<file path="config.mk">
export PLATFORM = sky130hd
export DESIGN_NAME = ssiu_top
export DESIGN_NICKNAME = d
export VERILOG_FILES = /design/src/logic/ssiu_top.v
export VERILOG_INCLUDE_DIRS = /design/src /design/src/common
export SDC_FILE = /design/constraint.sdc
export NUM_CORES = 1
export LEC_CHECK = 0
export BUFFER_PORTS_ARGS = -buffer_cell sky130_fd_sc_hd__buf_4
export CAP_MARGIN = 20
export CORE_MARGIN = 5
export CORE_UTILIZATION = 50
export CTS_BUF_LIST = sky130_fd_sc_hd__clkbuf_8
export DETAILED_ROUTE_END_ITERATION = 12
export PLACE_DENSITY_LB_ADDON = 0.3
export RECOVER_POWER = 100
export SLEW_MARGIN = 20
export SYNTH_ARGS = -nofsm -noshare
export SYNTH_HDL_FRONTEND = slang
export SYNTH_SLANG_ARGS = --single-unit
</file>
<file path="constraint.sdc">
create_clock -name i_clk -period 2.4 [get_ports i_clk]
set_input_delay 0.36 -clock i_clk [delete_from_list [all_inputs] [get_ports i_clk]]
set_output_delay 0.36 -clock i_clk [all_outputs]
set_load 0.03 [all_outputs]
</file>
<file path="src/common/ssiu_defines.vh">
`ifndef SSIU_DEFINES_VH
`define SSIU_DEFINES_VH
// register byte addresses
`define SSIU_A_REQ 6'h00
`define SSIU_A_GEN 6'h04
`define SSIU_A_CODE 6'h08
`define SSIU_A_LINE 6'h0C
`define SSIU_A_RXST 6'h10
`define SSIU_A_CHF 6'h14
`define SSIU_A_LVL 6'h18
`define SSIU_A_TIMER_STATUS 6'h1C
`define SSIU_A_MDST 6'h20
`define SSIU_A_RXEN 6'h24
`define SSIU_A_TMEN 6'h28
`define SSIU_A_MDEN 6'h2C
// request / enable bit positions
`define SSIU_B_MODEM 0
`define SSIU_B_TXF 1
`define SSIU_B_RXF 2
`define SSIU_B_RXM 3
`define SSIU_B_TXM 4
`define SSIU_B_TIM 5
// priority codes
`define SSIU_C_TIM 3'h5
`define SSIU_C_TXM 3'h4
`define SSIU_C_RXM 3'h3
`define SSIU_C_RXF 3'h2
`define SSIU_C_TXF 3'h1
`define SSIU_C_MODEM 3'h0
// axi responses
`define SSIU_OKAY 2'h0
`define SSIU_SLVERR 2'h2
`endif

</file>
<file path="src/logic/ssiu_top.v">
// Decided for this implementation: the register addresses and register access over AXI4-Lite.
`include "ssiu_defines.vh"
module ssiu_top (
   // clock and reset
   input wire i_clk,
   input wire i_reset_n,
   // axi4-lite write
   input wire [5:0] i_awaddr,
   input wire i_awvalid,
   output reg o_awready,
   input wire [31:0] i_wdata,
   input wire [3:0] i_wstrb,
   input wire i_wvalid,
   output reg o_wready,
   output reg [1:0] o_bresp,
   output reg o_bvalid,
   input wire i_bready,
   // axi4-lite read
   input wire [5:0] i_araddr,
   input wire i_arvalid,
   output reg o_arready,
   output reg [31:0] o_rdata,
   output reg [1:0] o_rresp,
   output reg o_rvalid,
   input wire i_rready,
   // fifo and transmitter state
   input wire [2:0] i_rx_fifo_count,
   input wire [2:0] i_tx_fifo_count,
   input wire [2:0] i_rx_thresh,
   input wire [2:0] i_tx_thresh,
   input wire i_tx_idle_state,
   input wire i_rx_fifo_read,
   input wire i_tx_char_write,
   // receive machine events
   input wire i_char_load,
   input wire [8:0] i_char_data,
   input wire i_char_len9,
   input wire i_char_frame_err,
   input wire i_char_parity_err,
   input wire i_char_parity_bit,
   input wire i_char_noisy,
   input wire i_char_is_addr,
   input wire i_char_is_std_ctrl,
   input wire i_char_break,
   input wire i_char_first_break,
   input wire i_break_detect,
   input wire i_break_end,
   input wire i_overrun,
   input wire i_multidrop_address_mode,
   input wire i_sw_parity_mode,
   input wire i_sample_16x,
   input wire [8:0] i_match_char_zero,
   input wire [8:0] i_match_char_one,
   // timers
   input wire i_timer_a_tc,
   input wire i_timer_b_tc,
   input wire i_gate_a_state,
   input wire i_gate_b_state,
   // modem pins (asynchronous) and pin direction config
   input wire i_cts_pin,
   input wire i_dsr_pin,
   input wire i_ri_pin,
   input wire i_dcd_pin,
   input wire [2:0] i_pin_direction_config,
   // outputs to the device
   output reg o_irq,
   output reg [1:0] o_register_page_select
);

   // request register and enables
   reg [5:0] general_block_request_reg;
   reg [5:0] general_enable_reg;
   reg [7:0] rx_enable_reg;
   reg [1:0] timer_enable_reg;
   reg [3:0] modem_enable_reg;
   // code register pieces
   reg [2:0] priority_code_reg;
   reg irq_waiting_n_reg;
   reg tx_hold_reg; // tx fifo interrupt suppressed
   reg [5:0] gated_reg; // enabled requests, one clock behind the request register
   // status registers
   reg [7:1] rx_status_reg; // bit 0 is the live fifo request
   reg [6:0] char_flags_reg;
   reg [3:0] timer_status_reg;
   reg [3:0] modem_delta_reg;
   reg rx_fifo_request_ack_reg; // software acknowledged rx fifo level
   // modem synchronisers: first stage read only by second
   reg [3:0] mdm_s1_reg;
   reg [3:0] mdm_s2_reg;
   reg [3:0] mdm_prev_reg;
   // axi state
   reg [5:0] aw_addr_reg;
   reg aw_got_reg;
   reg [7:0] w_data_reg;
   reg w_strb_reg;
   reg w_got_reg;

   // decoded accesses
   wire rd_take = i_arvalid & o_arready;
   wire wr_do = aw_got_reg & w_got_reg & ~o_bvalid;
   wire wr_b0 = wr_do & w_strb_reg;
   wire rd_code = rd_take & (i_araddr == `SSIU_A_CODE);
   wire rd_line = rd_take & (i_araddr == `SSIU_A_LINE);
   wire rd_rxst = rd_take & (i_araddr == `SSIU_A_RXST);
   wire rd_timer_status = rd_take & (i_araddr == `SSIU_A_TIMER_STATUS);
   wire rd_mdst = rd_take & (i_araddr == `SSIU_A_MDST);
   wire wr_line = wr_b0 & (aw_addr_reg == `SSIU_A_LINE);
   wire wr_rxst = wr_b0 & (aw_addr_reg == `SSIU_A_RXST);
   wire wr_gen = wr_b0 & (aw_addr_reg == `SSIU_A_GEN);

   // modem pins: complement when configured as input
   wire [3:0] mdm_in = {i_pin_direction_config[2], i_pin_direction_config[1], i_pin_direction_config[0], 1'b1};
   wire [3:0] mdm_inv = ~mdm_s2_reg & mdm_in;
   wire [3:0] mdm_chg = (mdm_s2_reg ^ mdm_prev_reg) & mdm_in;
   // bit order dcd, ri, dsr, cts; ring sets only when the pin falls
   wire [3:0] mdm_set = {mdm_chg[3], mdm_prev_reg[2] & ~mdm_s2_reg[2] & mdm_in[2], mdm_chg[1:0]};

   // rx fifo level request, dropped during reads and after ack
   wire rx_above = i_rx_fifo_count > i_rx_thresh;
   wire rx_fifo_request = rx_above & ~rx_fifo_request_ack_reg & ~i_rx_fifo_read;
   wire rx_fifo_request_ack_wr = (wr_line | wr_rxst) & ~w_data_reg[0];

   // character classification
   wire ctl_seen = i_multidrop_address_mode ? i_char_is_addr : i_char_is_std_ctrl;
   wire match_hit = (i_char_data == i_match_char_zero) | (i_char_data == i_match_char_one);
   wire match_ok = match_hit & (~i_multidrop_address_mode | i_char_is_addr);
   wire frame_flag = i_char_frame_err | i_char_first_break;

   // sticky receive status event sets, bits 7..1
   wire [7:1] rx_set = {
      i_char_load & ctl_seen,
      i_char_load & match_ok,
      i_break_end,
      i_break_detect,
      i_char_load & frame_flag,
      i_char_load & i_char_parity_err & ~i_sw_parity_mode,
      i_overrun
   };

   // block-level request terms before the general enables
   wire rxm_req = |(rx_status_reg & rx_enable_reg[7:1]);
   wire tim_req = |(timer_status_reg[1:0] & timer_enable_reg);
   wire mdm_req = |(modem_delta_reg & modem_enable_reg);
   wire txf_req = i_tx_fifo_count <= i_tx_thresh;

   // general enables gate what reaches the code; hold hides tx fifo
   wire [5:0] gated = general_block_request_reg & general_enable_reg &
                      ~({5'h00, tx_hold_reg} << `SSIU_B_TXF);

   // highest-priority enabled source
   reg [2:0] code_next;
   always @* begin
      code_next = priority_code_reg;
      if (gated_reg[`SSIU_B_TIM]) begin
         code_next = `SSIU_C_TIM;
      end else if (gated_reg[`SSIU_B_TXM]) begin
         code_next = `SSIU_C_TXM;
      end else if (gated_reg[`SSIU_B_RXM]) begin
         code_next = `SSIU_C_RXM;
      end else if (gated_reg[`SSIU_B_RXF]) begin
         code_next = `SSIU_C_RXF;
      end else if (gated_reg[`SSIU_B_TXF]) begin
         code_next = `SSIU_C_TXF;
      end else if (gated_reg[`SSIU_B_MODEM]) begin
         code_next = `SSIU_C_MODEM;
      end
   end

   // register read multiplexer
   reg [7:0] rd_val;
   reg rd_hit;
   always @* begin
      rd_hit = 1'b1;
      case (i_araddr)
         `SSIU_A_REQ: rd_val = {2'h0, general_block_request_reg};
         `SSIU_A_GEN: rd_val = {2'h0, general_enable_reg};
         `SSIU_A_CODE: rd_val = {1'b0, o_register_page_select, 1'b0, priority_code_reg, irq_waiting_n_reg};
         `SSIU_A_LINE: rd_val = {1'b0, i_tx_idle_state, txf_req, rx_status_reg[4:1], rx_fifo_request};
         `SSIU_A_RXST: rd_val = {rx_status_reg, rx_fifo_request};
         `SSIU_A_CHF: rd_val = {1'b0, char_flags_reg};
         `SSIU_A_LVL: rd_val = {1'b0, i_tx_fifo_count, 1'b0, i_rx_fifo_count};
         `SSIU_A_TIMER_STATUS: rd_val = {4'h0, timer_status_reg};
         `SSIU_A_MDST: rd_val = {mdm_inv, modem_delta_reg};
         `SSIU_A_RXEN: rd_val = rx_enable_reg;
         `SSIU_A_TMEN: rd_val = {6'h00, timer_enable_reg};
         `SSIU_A_MDEN: rd_val = {4'h0, modem_enable_reg};
         default: begin
            rd_val = 8'h00;
            rd_hit = 1'b0;
         end
      endcase
   end

   // axi slave handshakes; one write and one read in flight
   always @(posedge i_clk) begin
      if (!i_reset_n) begin
         o_awready <= 1'b1;
         o_wready <= 1'b1;
         o_bvalid <= 1'b0;
         o_bresp <= `SSIU_OKAY;
         o_arready <= 1'b1;
         o_rvalid <= 1'b0;
         o_rdata <= 32'h00000000;
         o_rresp <= `SSIU_OKAY;
         aw_addr_reg <= 6'h00;
         aw_got_reg <= 1'b0;
         w_data_reg <= 8'h00;
         w_strb_reg <= 1'b0;
         w_got_reg <= 1'b0;
      end else begin
         // address and data taken in either order
         if (i_awvalid && o_awready) begin
            aw_addr_reg <= {i_awaddr[5:2], 2'h0};
            aw_got_reg <= 1'b1;
            o_awready <= 1'b0;
         end
         if (i_wvalid && o_wready) begin
            w_data_reg <= i_wdata[7:0];
            w_strb_reg <= i_wstrb[0];
            w_got_reg <= 1'b1;
            o_wready <= 1'b0;
         end
         // response once both halves are held
         if (wr_do) begin
            o_bvalid <= 1'b1;
            aw_got_reg <= 1'b0;
            w_got_reg <= 1'b0;
            case (aw_addr_reg)
               `SSIU_A_GEN, `SSIU_A_CODE, `SSIU_A_LINE, `SSIU_A_RXST,
               `SSIU_A_RXEN, `SSIU_A_TMEN, `SSIU_A_MDEN: o_bresp <= `SSIU_OKAY;
               default: o_bresp <= `SSIU_SLVERR;
            endcase
         end
         if (o_bvalid && i_bready) begin
            o_bvalid <= 1'b0;
            o_awready <= 1'b1;
            o_wready <= 1'b1;
         end
         // read data captured before any clear-on-read
         if (rd_take) begin
            o_arready <= 1'b0;
            o_rvalid <= 1'b1;
            o_rdata <= {24'h000000, rd_val};
            o_rresp <= rd_hit ? `SSIU_OKAY : `SSIU_SLVERR;
         end
         if (o_rvalid && i_rready) begin
            o_rvalid <= 1'b0;
            o_arready <= 1'b1;
         end
      end
   end

   // writable control: enables and page bits
   always @(posedge i_clk) begin
      if (!i_reset_n) begin
         general_enable_reg <= 6'h00;
         rx_enable_reg <= 8'h00;
         timer_enable_reg <= 2'h0;
         modem_enable_reg <= 4'h0;
         o_register_page_select <= 2'h0;
      end else if (wr_b0) begin
         case (aw_addr_reg)
            `SSIU_A_GEN: general_enable_reg <= w_data_reg[5:0];
            `SSIU_A_CODE: o_register_page_select <= w_data_reg[6:5];
            `SSIU_A_RXEN: rx_enable_reg <= w_data_reg;
            `SSIU_A_TMEN: timer_enable_reg <= w_data_reg[1:0];
            `SSIU_A_MDEN: modem_enable_reg <= w_data_reg[3:0];
            default: ;
         endcase
      end
   end

   // status flags: a same-cycle event beats the read clear
   always @(posedge i_clk) begin
      if (!i_reset_n) begin
         rx_status_reg <= 7'h00;
         timer_status_reg <= 4'h0;
         modem_delta_reg <= 4'h0;
         rx_fifo_request_ack_reg <= 1'b0;
      end else begin
         // line status and rx status reads clear the same flops
         rx_status_reg <= (rx_status_reg & ~{7{rd_line | rd_rxst}}) | rx_set;
         // expiry sticky; gate bits mirror only
         timer_status_reg[1:0] <= (timer_status_reg[1:0] & ~{2{rd_timer_status}}) |
                                  {i_timer_b_tc, i_timer_a_tc};
         timer_status_reg[3:2] <= {i_gate_b_state, i_gate_a_state};
         modem_delta_reg <= (modem_delta_reg & ~{4{rd_mdst}}) | mdm_set;
         // ack lasts until the level drops to the threshold or below
         if (!rx_above) begin
            rx_fifo_request_ack_reg <= 1'b0;
         end else if (rx_fifo_request_ack_wr) begin
            rx_fifo_request_ack_reg <= 1'b1;
         end
      end
   end

   // per-character flags load together with the data register
   always @(posedge i_clk) begin
      if (!i_reset_n) begin
         char_flags_reg <= 7'h00;
      end else if (i_char_load) begin
         char_flags_reg[0] <= ~i_char_frame_err & (i_sw_parity_mode | ~i_char_parity_err);
         char_flags_reg[1] <= i_sample_16x & i_char_noisy;
         char_flags_reg[2] <= i_sw_parity_mode ? i_char_parity_bit : i_char_parity_err;
         char_flags_reg[3] <= ctl_seen;
         char_flags_reg[4] <= frame_flag;
         char_flags_reg[5] <= i_char_len9 & i_char_data[8];
         char_flags_reg[6] <= i_char_break;
      end
   end

   // modem pin synchroniser and history
   always @(posedge i_clk) begin
      if (!i_reset_n) begin
         mdm_s1_reg <= 4'hF;
         mdm_s2_reg <= 4'hF;
         mdm_prev_reg <= 4'hF;
      end else begin
         mdm_s1_reg <= {i_dcd_pin, i_ri_pin, i_dsr_pin, i_cts_pin};
         mdm_s2_reg <= mdm_s1_reg;
         mdm_prev_reg <= mdm_s2_reg;
      end
   end

   // stage one: request register, stage two: enabled copy, stage three: code and pin
   // code and pin trail the request register by two clocks and long paths are broken
   always @(posedge i_clk) begin
      if (!i_reset_n) begin
         general_block_request_reg <= 6'h00;
         gated_reg <= 6'h00;
         priority_code_reg <= `SSIU_C_MODEM;
         irq_waiting_n_reg <= 1'b1;
         o_irq <= 1'b0;
         tx_hold_reg <= 1'b0;
      end else begin
         general_block_request_reg <= {tim_req, i_tx_idle_state, rxm_req, rx_fifo_request, txf_req, mdm_req};
         gated_reg <= gated;
         // recomputed each clock so a higher source takes over
         priority_code_reg <= code_next;
         irq_waiting_n_reg <= ~(|gated_reg);
         o_irq <= |gated_reg;
         // hold entered on a code read naming the tx fifo
         if (i_tx_char_write || (wr_gen && !w_data_reg[`SSIU_B_TXF])) begin
            tx_hold_reg <= 1'b0;
         end else if (rd_code && !irq_waiting_n_reg && priority_code_reg == `SSIU_C_TXF) begin
            tx_hold_reg <= 1'b1;
         end
      end
   end

endmodule
</file>
==> results.sh, run 1 <==
export IMPL_status="finished clean"
export IMPL_portBuffers=112
export IMPL_cts_buffer_depth=2
export IMPL_power_share_clock_pct=35.0
export IMPL_mostFrequentLayoutCell="dfxtp_1"
export IMPL_cts_tree="yes"
export IMPL_drc=0
export IMPL_coreArea_sq_um=9770
export IMPL_htreeDepth=3
export IMPL_wire_per_inst_microns=17.0
export IMPL_die_h_microns=110
export IMPL_drt_iter0_markers=237
export IMPL_cpPeakStageDelay_ns=0.85
export IMPL_dr_pass1_iters=5
export IMPL_synth_area_sq_um=5030
export IMPL_drive_gt1_share_pct=18.6
export IMPL_num_vias=4449
export IMPL_max_freq_mhz=490
export IMPL_min_period_over_period_pct=85.1
export IMPL_grt_total_usage_pct=22.6
export IMPL_drv_cap=0
export IMPL_dieArea_sq_um=12200
export IMPL_die_width_microns=110
export IMPL_cts_repair_resized=0
export IMPL_hold_class="primary input to register"
export IMPL_initial_utilization_pct=51.5
export IMPL_numCtsBuffers=9
export IMPL_cts_root_buf="clkbuf_8"
export IMPL_ys_warn_count=0
export IMPL_cpMaxStageDelayCell="a2111oi_2"
export IMPL_synthCells=560
export IMPL_post_cts_buffers=0
export IMPL_power_switching_share_pct=26.7
export IMPL_crit_type="register to register"
export IMPL_gp_congestion=0.916
export IMPL_period_minus_slack_ns=2.04
export IMPL_clock_sinks=105
export IMPL_path_delay_family="compound AO/OA/AOI/OAI gates"
export IMPL_setup_violations=0
export IMPL_synthArstFlopShare_pct=0
export IMPL_arrival_ns=2.33
export IMPL_ys_seq_elements=105
export IMPL_start_kind="register"
export IMPL_clock_skew_ns=0.0125
export IMPL_critical_path_required_ns=2.69
export IMPL_rsz0062_at_grt="no"
export IMPL_ys_seq_area_share_pct=41.8
export IMPL_tightestPinTransition_ns=0.992
export IMPL_viasPerCell=5.55
export IMPL_slew_headroom_pct=33.8
export IMPL_combPwrFrac_pct=13.2
export IMPL_final_setup_worst_slack_ns=0.359
export IMPL_ir_drop_uv=550
export IMPL_grt_max_degree=43
export IMPL_path_max_fanout=9
export IMPL_ys_flop_type="dfxtp_1"
export IMPL_cellLeakagePower_nw=2.43
export IMPL_p_int_mw=2.63
export IMPL_num_rows=36
export IMPL_yosysUniqueCellTypes=67
export IMPL_ant_nets=0
export IMPL_gr_total_overflow=0
export IMPL_syn_avg_cell_area_sq_um=8.99
export IMPL_cts_clk_slew_worst_paths_ns=0.11
export IMPL_path_buf_inv=0
export IMPL_antenna_found_initial=0
export IMPL_cp_end_kind="register"
export IMPL_crit_chain="nand2_1 > a2111oi_2 > o21ai_0 > a41oi_1"
export IMPL_finalHoldViolCount=0
export IMPL_grt_pass1_vias=4171
export IMPL_ioPinCount=168
export IMPL_clk_latency_ns=0.37
export IMPL_cts_hold_buf=0
export IMPL_antenna_cells=0
export IMPL_nets=793
export IMPL_hpwlAfterDp_microns=10500
export IMPL_p_sw_mw=0.959
export IMPL_synth_edff_count=0
export IMPL_powerDensity_nw_per_um2=598
export IMPL_p_seq_share_pct=51.8
export IMPL_fin_setup_tns_ns=0
export IMPL_grt_pass1_wl_microns=21100
export IMPL_routed_wl_microns=13600
export IMPL_layout_common_cells="dfxtp_1, buf_4, nor2_1"
export IMPL_pre_cts_ws_ns=0.485
export IMPL_syn_to_final_growth_pct=19.2
export IMPL_finalMaxSlewViolations=0
[layer usage]
layer,global-route usage [%],up-vias,wire [microns]
met1,29.5,2084,5640
met5,0,-,0
met3,3.90,30,1140
met4,9.23,0,369
met2,37.0,193,6460
li1,-,2142,-
[worst paths after layout]
check             depth (start not counted)             from       endpoint  slack (ns)
setup reg to reg                          4        o_arready     o_rdata[5]        0.36
hold reg to reg                           1    mdm_s1_reg[3]  mdm_s2_reg[3]        0.41
setup / recovery                          4        o_arready     o_rdata[5]        0.36
hold / removal                            2  i_tx_char_write    tx_hold_reg        0.16
[power groups by stage]
| stage | Clock (mW) | Combinational [mW] | Sequential (mW) |
|---|---|---|---|
| after floorplan | 0 | 0.305 | 1.89 |
| after global placement | 0 | 0.473 | 1.90 |
| after detailed placement | 0 | 0.484 | 1.90 |
| after CTS | 1.28 | 0.486 | 1.86 |
| after global routing | 1.34 | 0.517 | 1.87 |
| final | 1.26 | 0.473 | 1.86 |
[synth_stat cells, types with 3 or more instances]
library cell / n / area (sq um)
nor2b_1: 8 / 50.1
nor4_1: 9 / 56.3
a21oi_1: 39 / 195
o21ai_0: 21 / 105
nor4_4: 4 / 85.1
ha_1: 6 / 75.1
dfxtp_1: 105 / 2100
nor2_1: 55 / 206
mux2i_1: 34 / 340
nor3b_1: 5 / 37.5
buf_2: 4 / 20.0
buf_4: 27 / 203
and3_1: 12 / 75.1
nand2b_1: 20 / 125
clkbuf_1: 18 / 67.6
a41oi_1: 4 / 35.0
nand3_1: 19 / 95.1
a22oi_1: 10 / 75.1
nand3b_1: 6 / 45.0
xor2_1: 20 / 175
inv_1: 15 / 56.3
buf_1: 3 / 11.3
a22o_1: 3 / 26.3
nand2_1: 43 / 161
nor3_1: 3 / 15.0
and2_1: 11 / 68.8
a31oi_1: 7 / 43.8
[per-stage QoR]
stage | area [sq um] | power (mW) | hold WS [ns] | std cells | utilization [%]
5_1_grt | 6000 | 3.72 | 0.138 | 801 | 61.4
3_3_place_gp | 5880 | 2.37 | 0.393 | 785 | 60.2
3_5_place_dp | 5880 | 2.38 | 0.397 | 785 | 60.2
2_1_floorplan | 5130 | 2.19 | 0.386 | 585 | -
4_1_cts | 6120 | 3.62 | 0.133 | 801 | 62.6
6_report | 6000 | 3.59 | 0.159 | 801 | 61.4
[layout make-up]
| cell class | count | area [sq um] |
|---|---|---|
| clock buffer | 10 | 138 |
| inverter | 16 | 60.1 |
| multi-input combinational | 412 | 2640 |
| tap | 133 | 166 |
| timing repair buffer | 119 | 802 |
| fill | 892 | 3770 |
| sequential | 105 | 2100 |
| clock inverter | 6 | 96.3 |
[logic make-up (layout without fill, tap and decap cells)]
group,Yosys count,after routing,synth area share (%)
AOI/OAI and AO/OA,111,111,14.5
xor gates and xnor gates,21,21,3.65
adders and majority gates,6,6,1.49
buffers and inverters,68,151,7.19
DFF,105,105,41.8
muxes,38,38,8.11
other,1,26,0.0745
and+or+nand+nor,210,210,23.2
No activity file was read; power rests on OpenSTA's default activity.
==> run 2, diff against run 1 <==
- ABC_AREA: unset -> 1
==> run 2 against run 1 <==
  * Core utilization shrank 0.31 points
  * Clock skew is essentially flat
  * Fmax grew 2.4%
  * Cell count grew 16%
  * Area after synthesis shrank 1.1%
  * Via count grew 3.4%
  * Sequential share of layout area grew 0.34 points
  * Hold slack lost 0.016 ns
  * Register-to-register slack gained 0.05 ns
  * Clock power shrank 12%
  * Global-route usage shrank 0.62 points
  * Largest power group unchanged
  * Critical endpoint is now tx_hold_reg
==> results.sh, run 2 <==
export IMPL_finalMaxSlewViolations=0
export IMPL_ys_flop_type="dfxtp_1"
export IMPL_timing_rr_start="o_bvalid"
export IMPL_yosys_area_top_type="dfxtp_1"
export IMPL_dieArea_sq_um=12000
export IMPL_dr_pass1_iters=7
export IMPL_final_setup_worst_slack_ns=0.407
export IMPL_numCtsBuffers=9
export IMPL_p_seq_share_pct=53.6
export IMPL_regToRegEndpoint="tx_hold_reg"
export IMPL_synthTopCellsByCount="nand2_1, dfxtp_1, nor2_1"
export IMPL_die_width_microns=110
export IMPL_cts_buffer_depth=2
export IMPL_post_cts_buffers=0
export IMPL_cp_end_kind="register"
export IMPL_path_delay_family="simple AND/OR/NAND/NOR gates"
export IMPL_grtUsageMet3_pct=3.58
export IMPL_hold_depth=2
export IMPL_hold_ws_ns=0.143
export IMPL_drv_cap=0
export IMPL_crit_chain="nor3_4 > nand2_1 > nor2_1 > inv_1 > o21ai_0 > nor3_1"
export IMPL_cts_repair_resized=0
export IMPL_cts_hold_buf=0
export IMPL_drive_gt1_share_pct=18.3
export IMPL_p_sw_mw=1.01
export IMPL_cellLeakagePower_nw=2.65
export IMPL_fin_setup_tns_ns=0
export IMPL_synth_most_common_cell="nand2_1"
export IMPL_portBuffers=112
export IMPL_place_area_sq_um=5840
export IMPL_routed_wl_microns=12900
export IMPL_period_minus_slack_ns=1.99
export IMPL_ioPinCount=168
export IMPL_p_int_mw=2.45
export IMPL_yosys_top_cells_area="dfxtp_1, nand2_1, nor2_1"
export IMPL_htreeDepth=3
export IMPL_start_kind="register"
export IMPL_cts_tree="yes"
export IMPL_pre_cts_ws_ns=0.634
export IMPL_arrival_ns=2.24
export IMPL_gp_congestion=0.959
export IMPL_clock_skew_ns=0.0130
export IMPL_nFillCells=936
export IMPL_powerDensity_nw_per_um2=583
export IMPL_setup_violations=0
export IMPL_slew_headroom_pct=30.7
export IMPL_synth_top_cell_area_share_pct=42.2
export IMPL_antenna_found_initial=0
export IMPL_crit_path_start="o_bvalid"
export IMPL_syn_avg_cell_area_sq_um=7.30
export IMPL_layout_core_utilization_pct=61.1
export IMPL_antenna_cells=0
export IMPL_rsz0062_at_grt="no"
export IMPL_path_max_fanout=8
export IMPL_reg2reg_depth=6
export IMPL_mostFrequentLayoutCell="nand2_1"
export IMPL_status="finished clean"
export IMPL_crit_type="register to register"
export IMPL_drt_iter0_markers=267
export IMPL_initial_utilization_pct=51.2
export IMPL_power_switching_share_pct=29.3
export IMPL_path_buf_inv=1
export IMPL_ant_nets=0
export IMPL_max_freq_mhz=502
export IMPL_grt_pass1_wl_microns=20700
export IMPL_clock_sinks=105
export IMPL_yosysUniqueCellTypes=39
export IMPL_use_met2_pct=39.5
export IMPL_wire_per_inst_microns=13.9
export IMPL_synth_area_sq_um=4980
export IMPL_combPwrFrac_pct=14.3
export IMPL_grt_total_usage_pct=22.0
export IMPL_synthArstFlopShare_pct=0
export IMPL_cpMaxStageDelayCell="o21ai_0"
export IMPL_ir_drop_uv=345
export IMPL_grt_pass1_vias=4452
export IMPL_nets=921
export IMPL_min_period_over_period_pct=83.0
export IMPL_num_vias=4600
export IMPL_r2r_slack_ns=0.41
export IMPL_tightestPinTransition_ns=1.04
export IMPL_viasPerCell=4.95
export IMPL_die_h_microns=110
export IMPL_ys_seq_area_share_pct=42.2
export IMPL_grt_max_degree=52
export IMPL_drc=0
export IMPL_synthCells=682
export IMPL_layout_common_cells="nand2_1, dfxtp_1, buf_4"
export IMPL_grt_met1_usage_pct=27.2
export IMPL_crit_cells=6
export IMPL_power_share_clock_pct=32.1
export IMPL_ys_seq_elements=105
export IMPL_clk_latency_ns=0.37
export IMPL_hold_class="primary input to register"
export IMPL_gr_total_overflow=0
export IMPL_crit_path_end="tx_hold_reg"
export IMPL_cts_clk_slew_worst_paths_ns=0.11
export IMPL_num_rows=36
export IMPL_coreArea_sq_um=9730
export IMPL_finalHoldViolCount=0
export IMPL_critical_path_required_ns=2.64
export IMPL_synth_edff_count=0
export IMPL_syn_to_final_growth_pct=19.4
export IMPL_ys_warn_count=0
export IMPL_cts_root_buf="clkbuf_8"
export IMPL_fin_area_sq_um=5940
export IMPL_hpwlAfterDp_microns=10300
export IMPL_grt_busiest_layer="met2"
export IMPL_cpPeakStageDelay_ns=0.49
run 2: worst register-to-register path, stage by stage, from the launching register on:
cell and delay (ns):
dfxtp_1 0.38, nor3_4 0.26, nand2_1 0.14, nor2_1 0.25, inv_1 0.25, o21ai_0 0.49
nor3_1 0.10
run 2: cell type report:
cell class	instances	area, sq um	share of cell area, %
Clock buffer	10	138	2.32
Clock inverter	6	70.1	1.18
Inverter	83	312	5.24
Multi-Input combinational cell	478	2370	39.9
Sequential cell	105	2100	35.4
Tap cell	133	166	2.80
Timing Repair Buffer	114	786	13.2
run 2: cells by family (layout without fill, tap and decap cells):
kind of cell / Yosys count / in the layout / synth area share (%)
fa+ha+maj: 6 / 6 / 1.51
compound gates: 131 / 131 / 14.4
simple gates: 295 / 295 / 26.6
flops: 105 / 105 / 42.2
other cells: 1 / 26 / 0.0753
buf+inv: 124 / 213 / 11.6
xor+xnor: 20 / 20 / 3.52
run 2: worst min-delay path by stage:
stage	from	endpoint
5_1_grt	i_tx_char_write	tx_hold_reg
4_1_cts	i_tx_char_write	tx_hold_reg
3_3_place_gp	mdm_s1_reg[3]	mdm_s2_reg[3]
3_5_place_dp	mdm_s1_reg[2]	mdm_s2_reg[2]
6_report	i_tx_char_write	tx_hold_reg
2_1_floorplan	mdm_s1_reg[0]	mdm_s2_reg[0]
run 2: power by group through the flow:
| stage | Sequential (mW) | Clock (mW) | Combinational, mW |
|---|---|---|---|
| final | 1.86 | 1.11 | 0.496 |
| after global routing | 1.87 | 1.20 | 0.550 |
| after CTS | 1.86 | 1.14 | 0.511 |
| after detailed placement | 1.90 | 0 | 0.510 |
| after global placement | 1.90 | 0 | 0.495 |
| after floorplan | 1.90 | 0 | 0.313 |
run 2: metrics by stage:
stage,power [mW],instances
after floorplan,2.22,707
after global placement,2.39,913
after detailed placement,2.41,913
after CTS,3.51,929
after global routing,3.62,929
final,3.46,929
run 2: per-layer routing:
metal | up-vias | routed length [microns]
met5 | - | 0
met4 | 0 | 141
met3 | 12 | 796
met2 | 140 | 6660
met1 | 2096 | 5280
li1 | 2352 | -
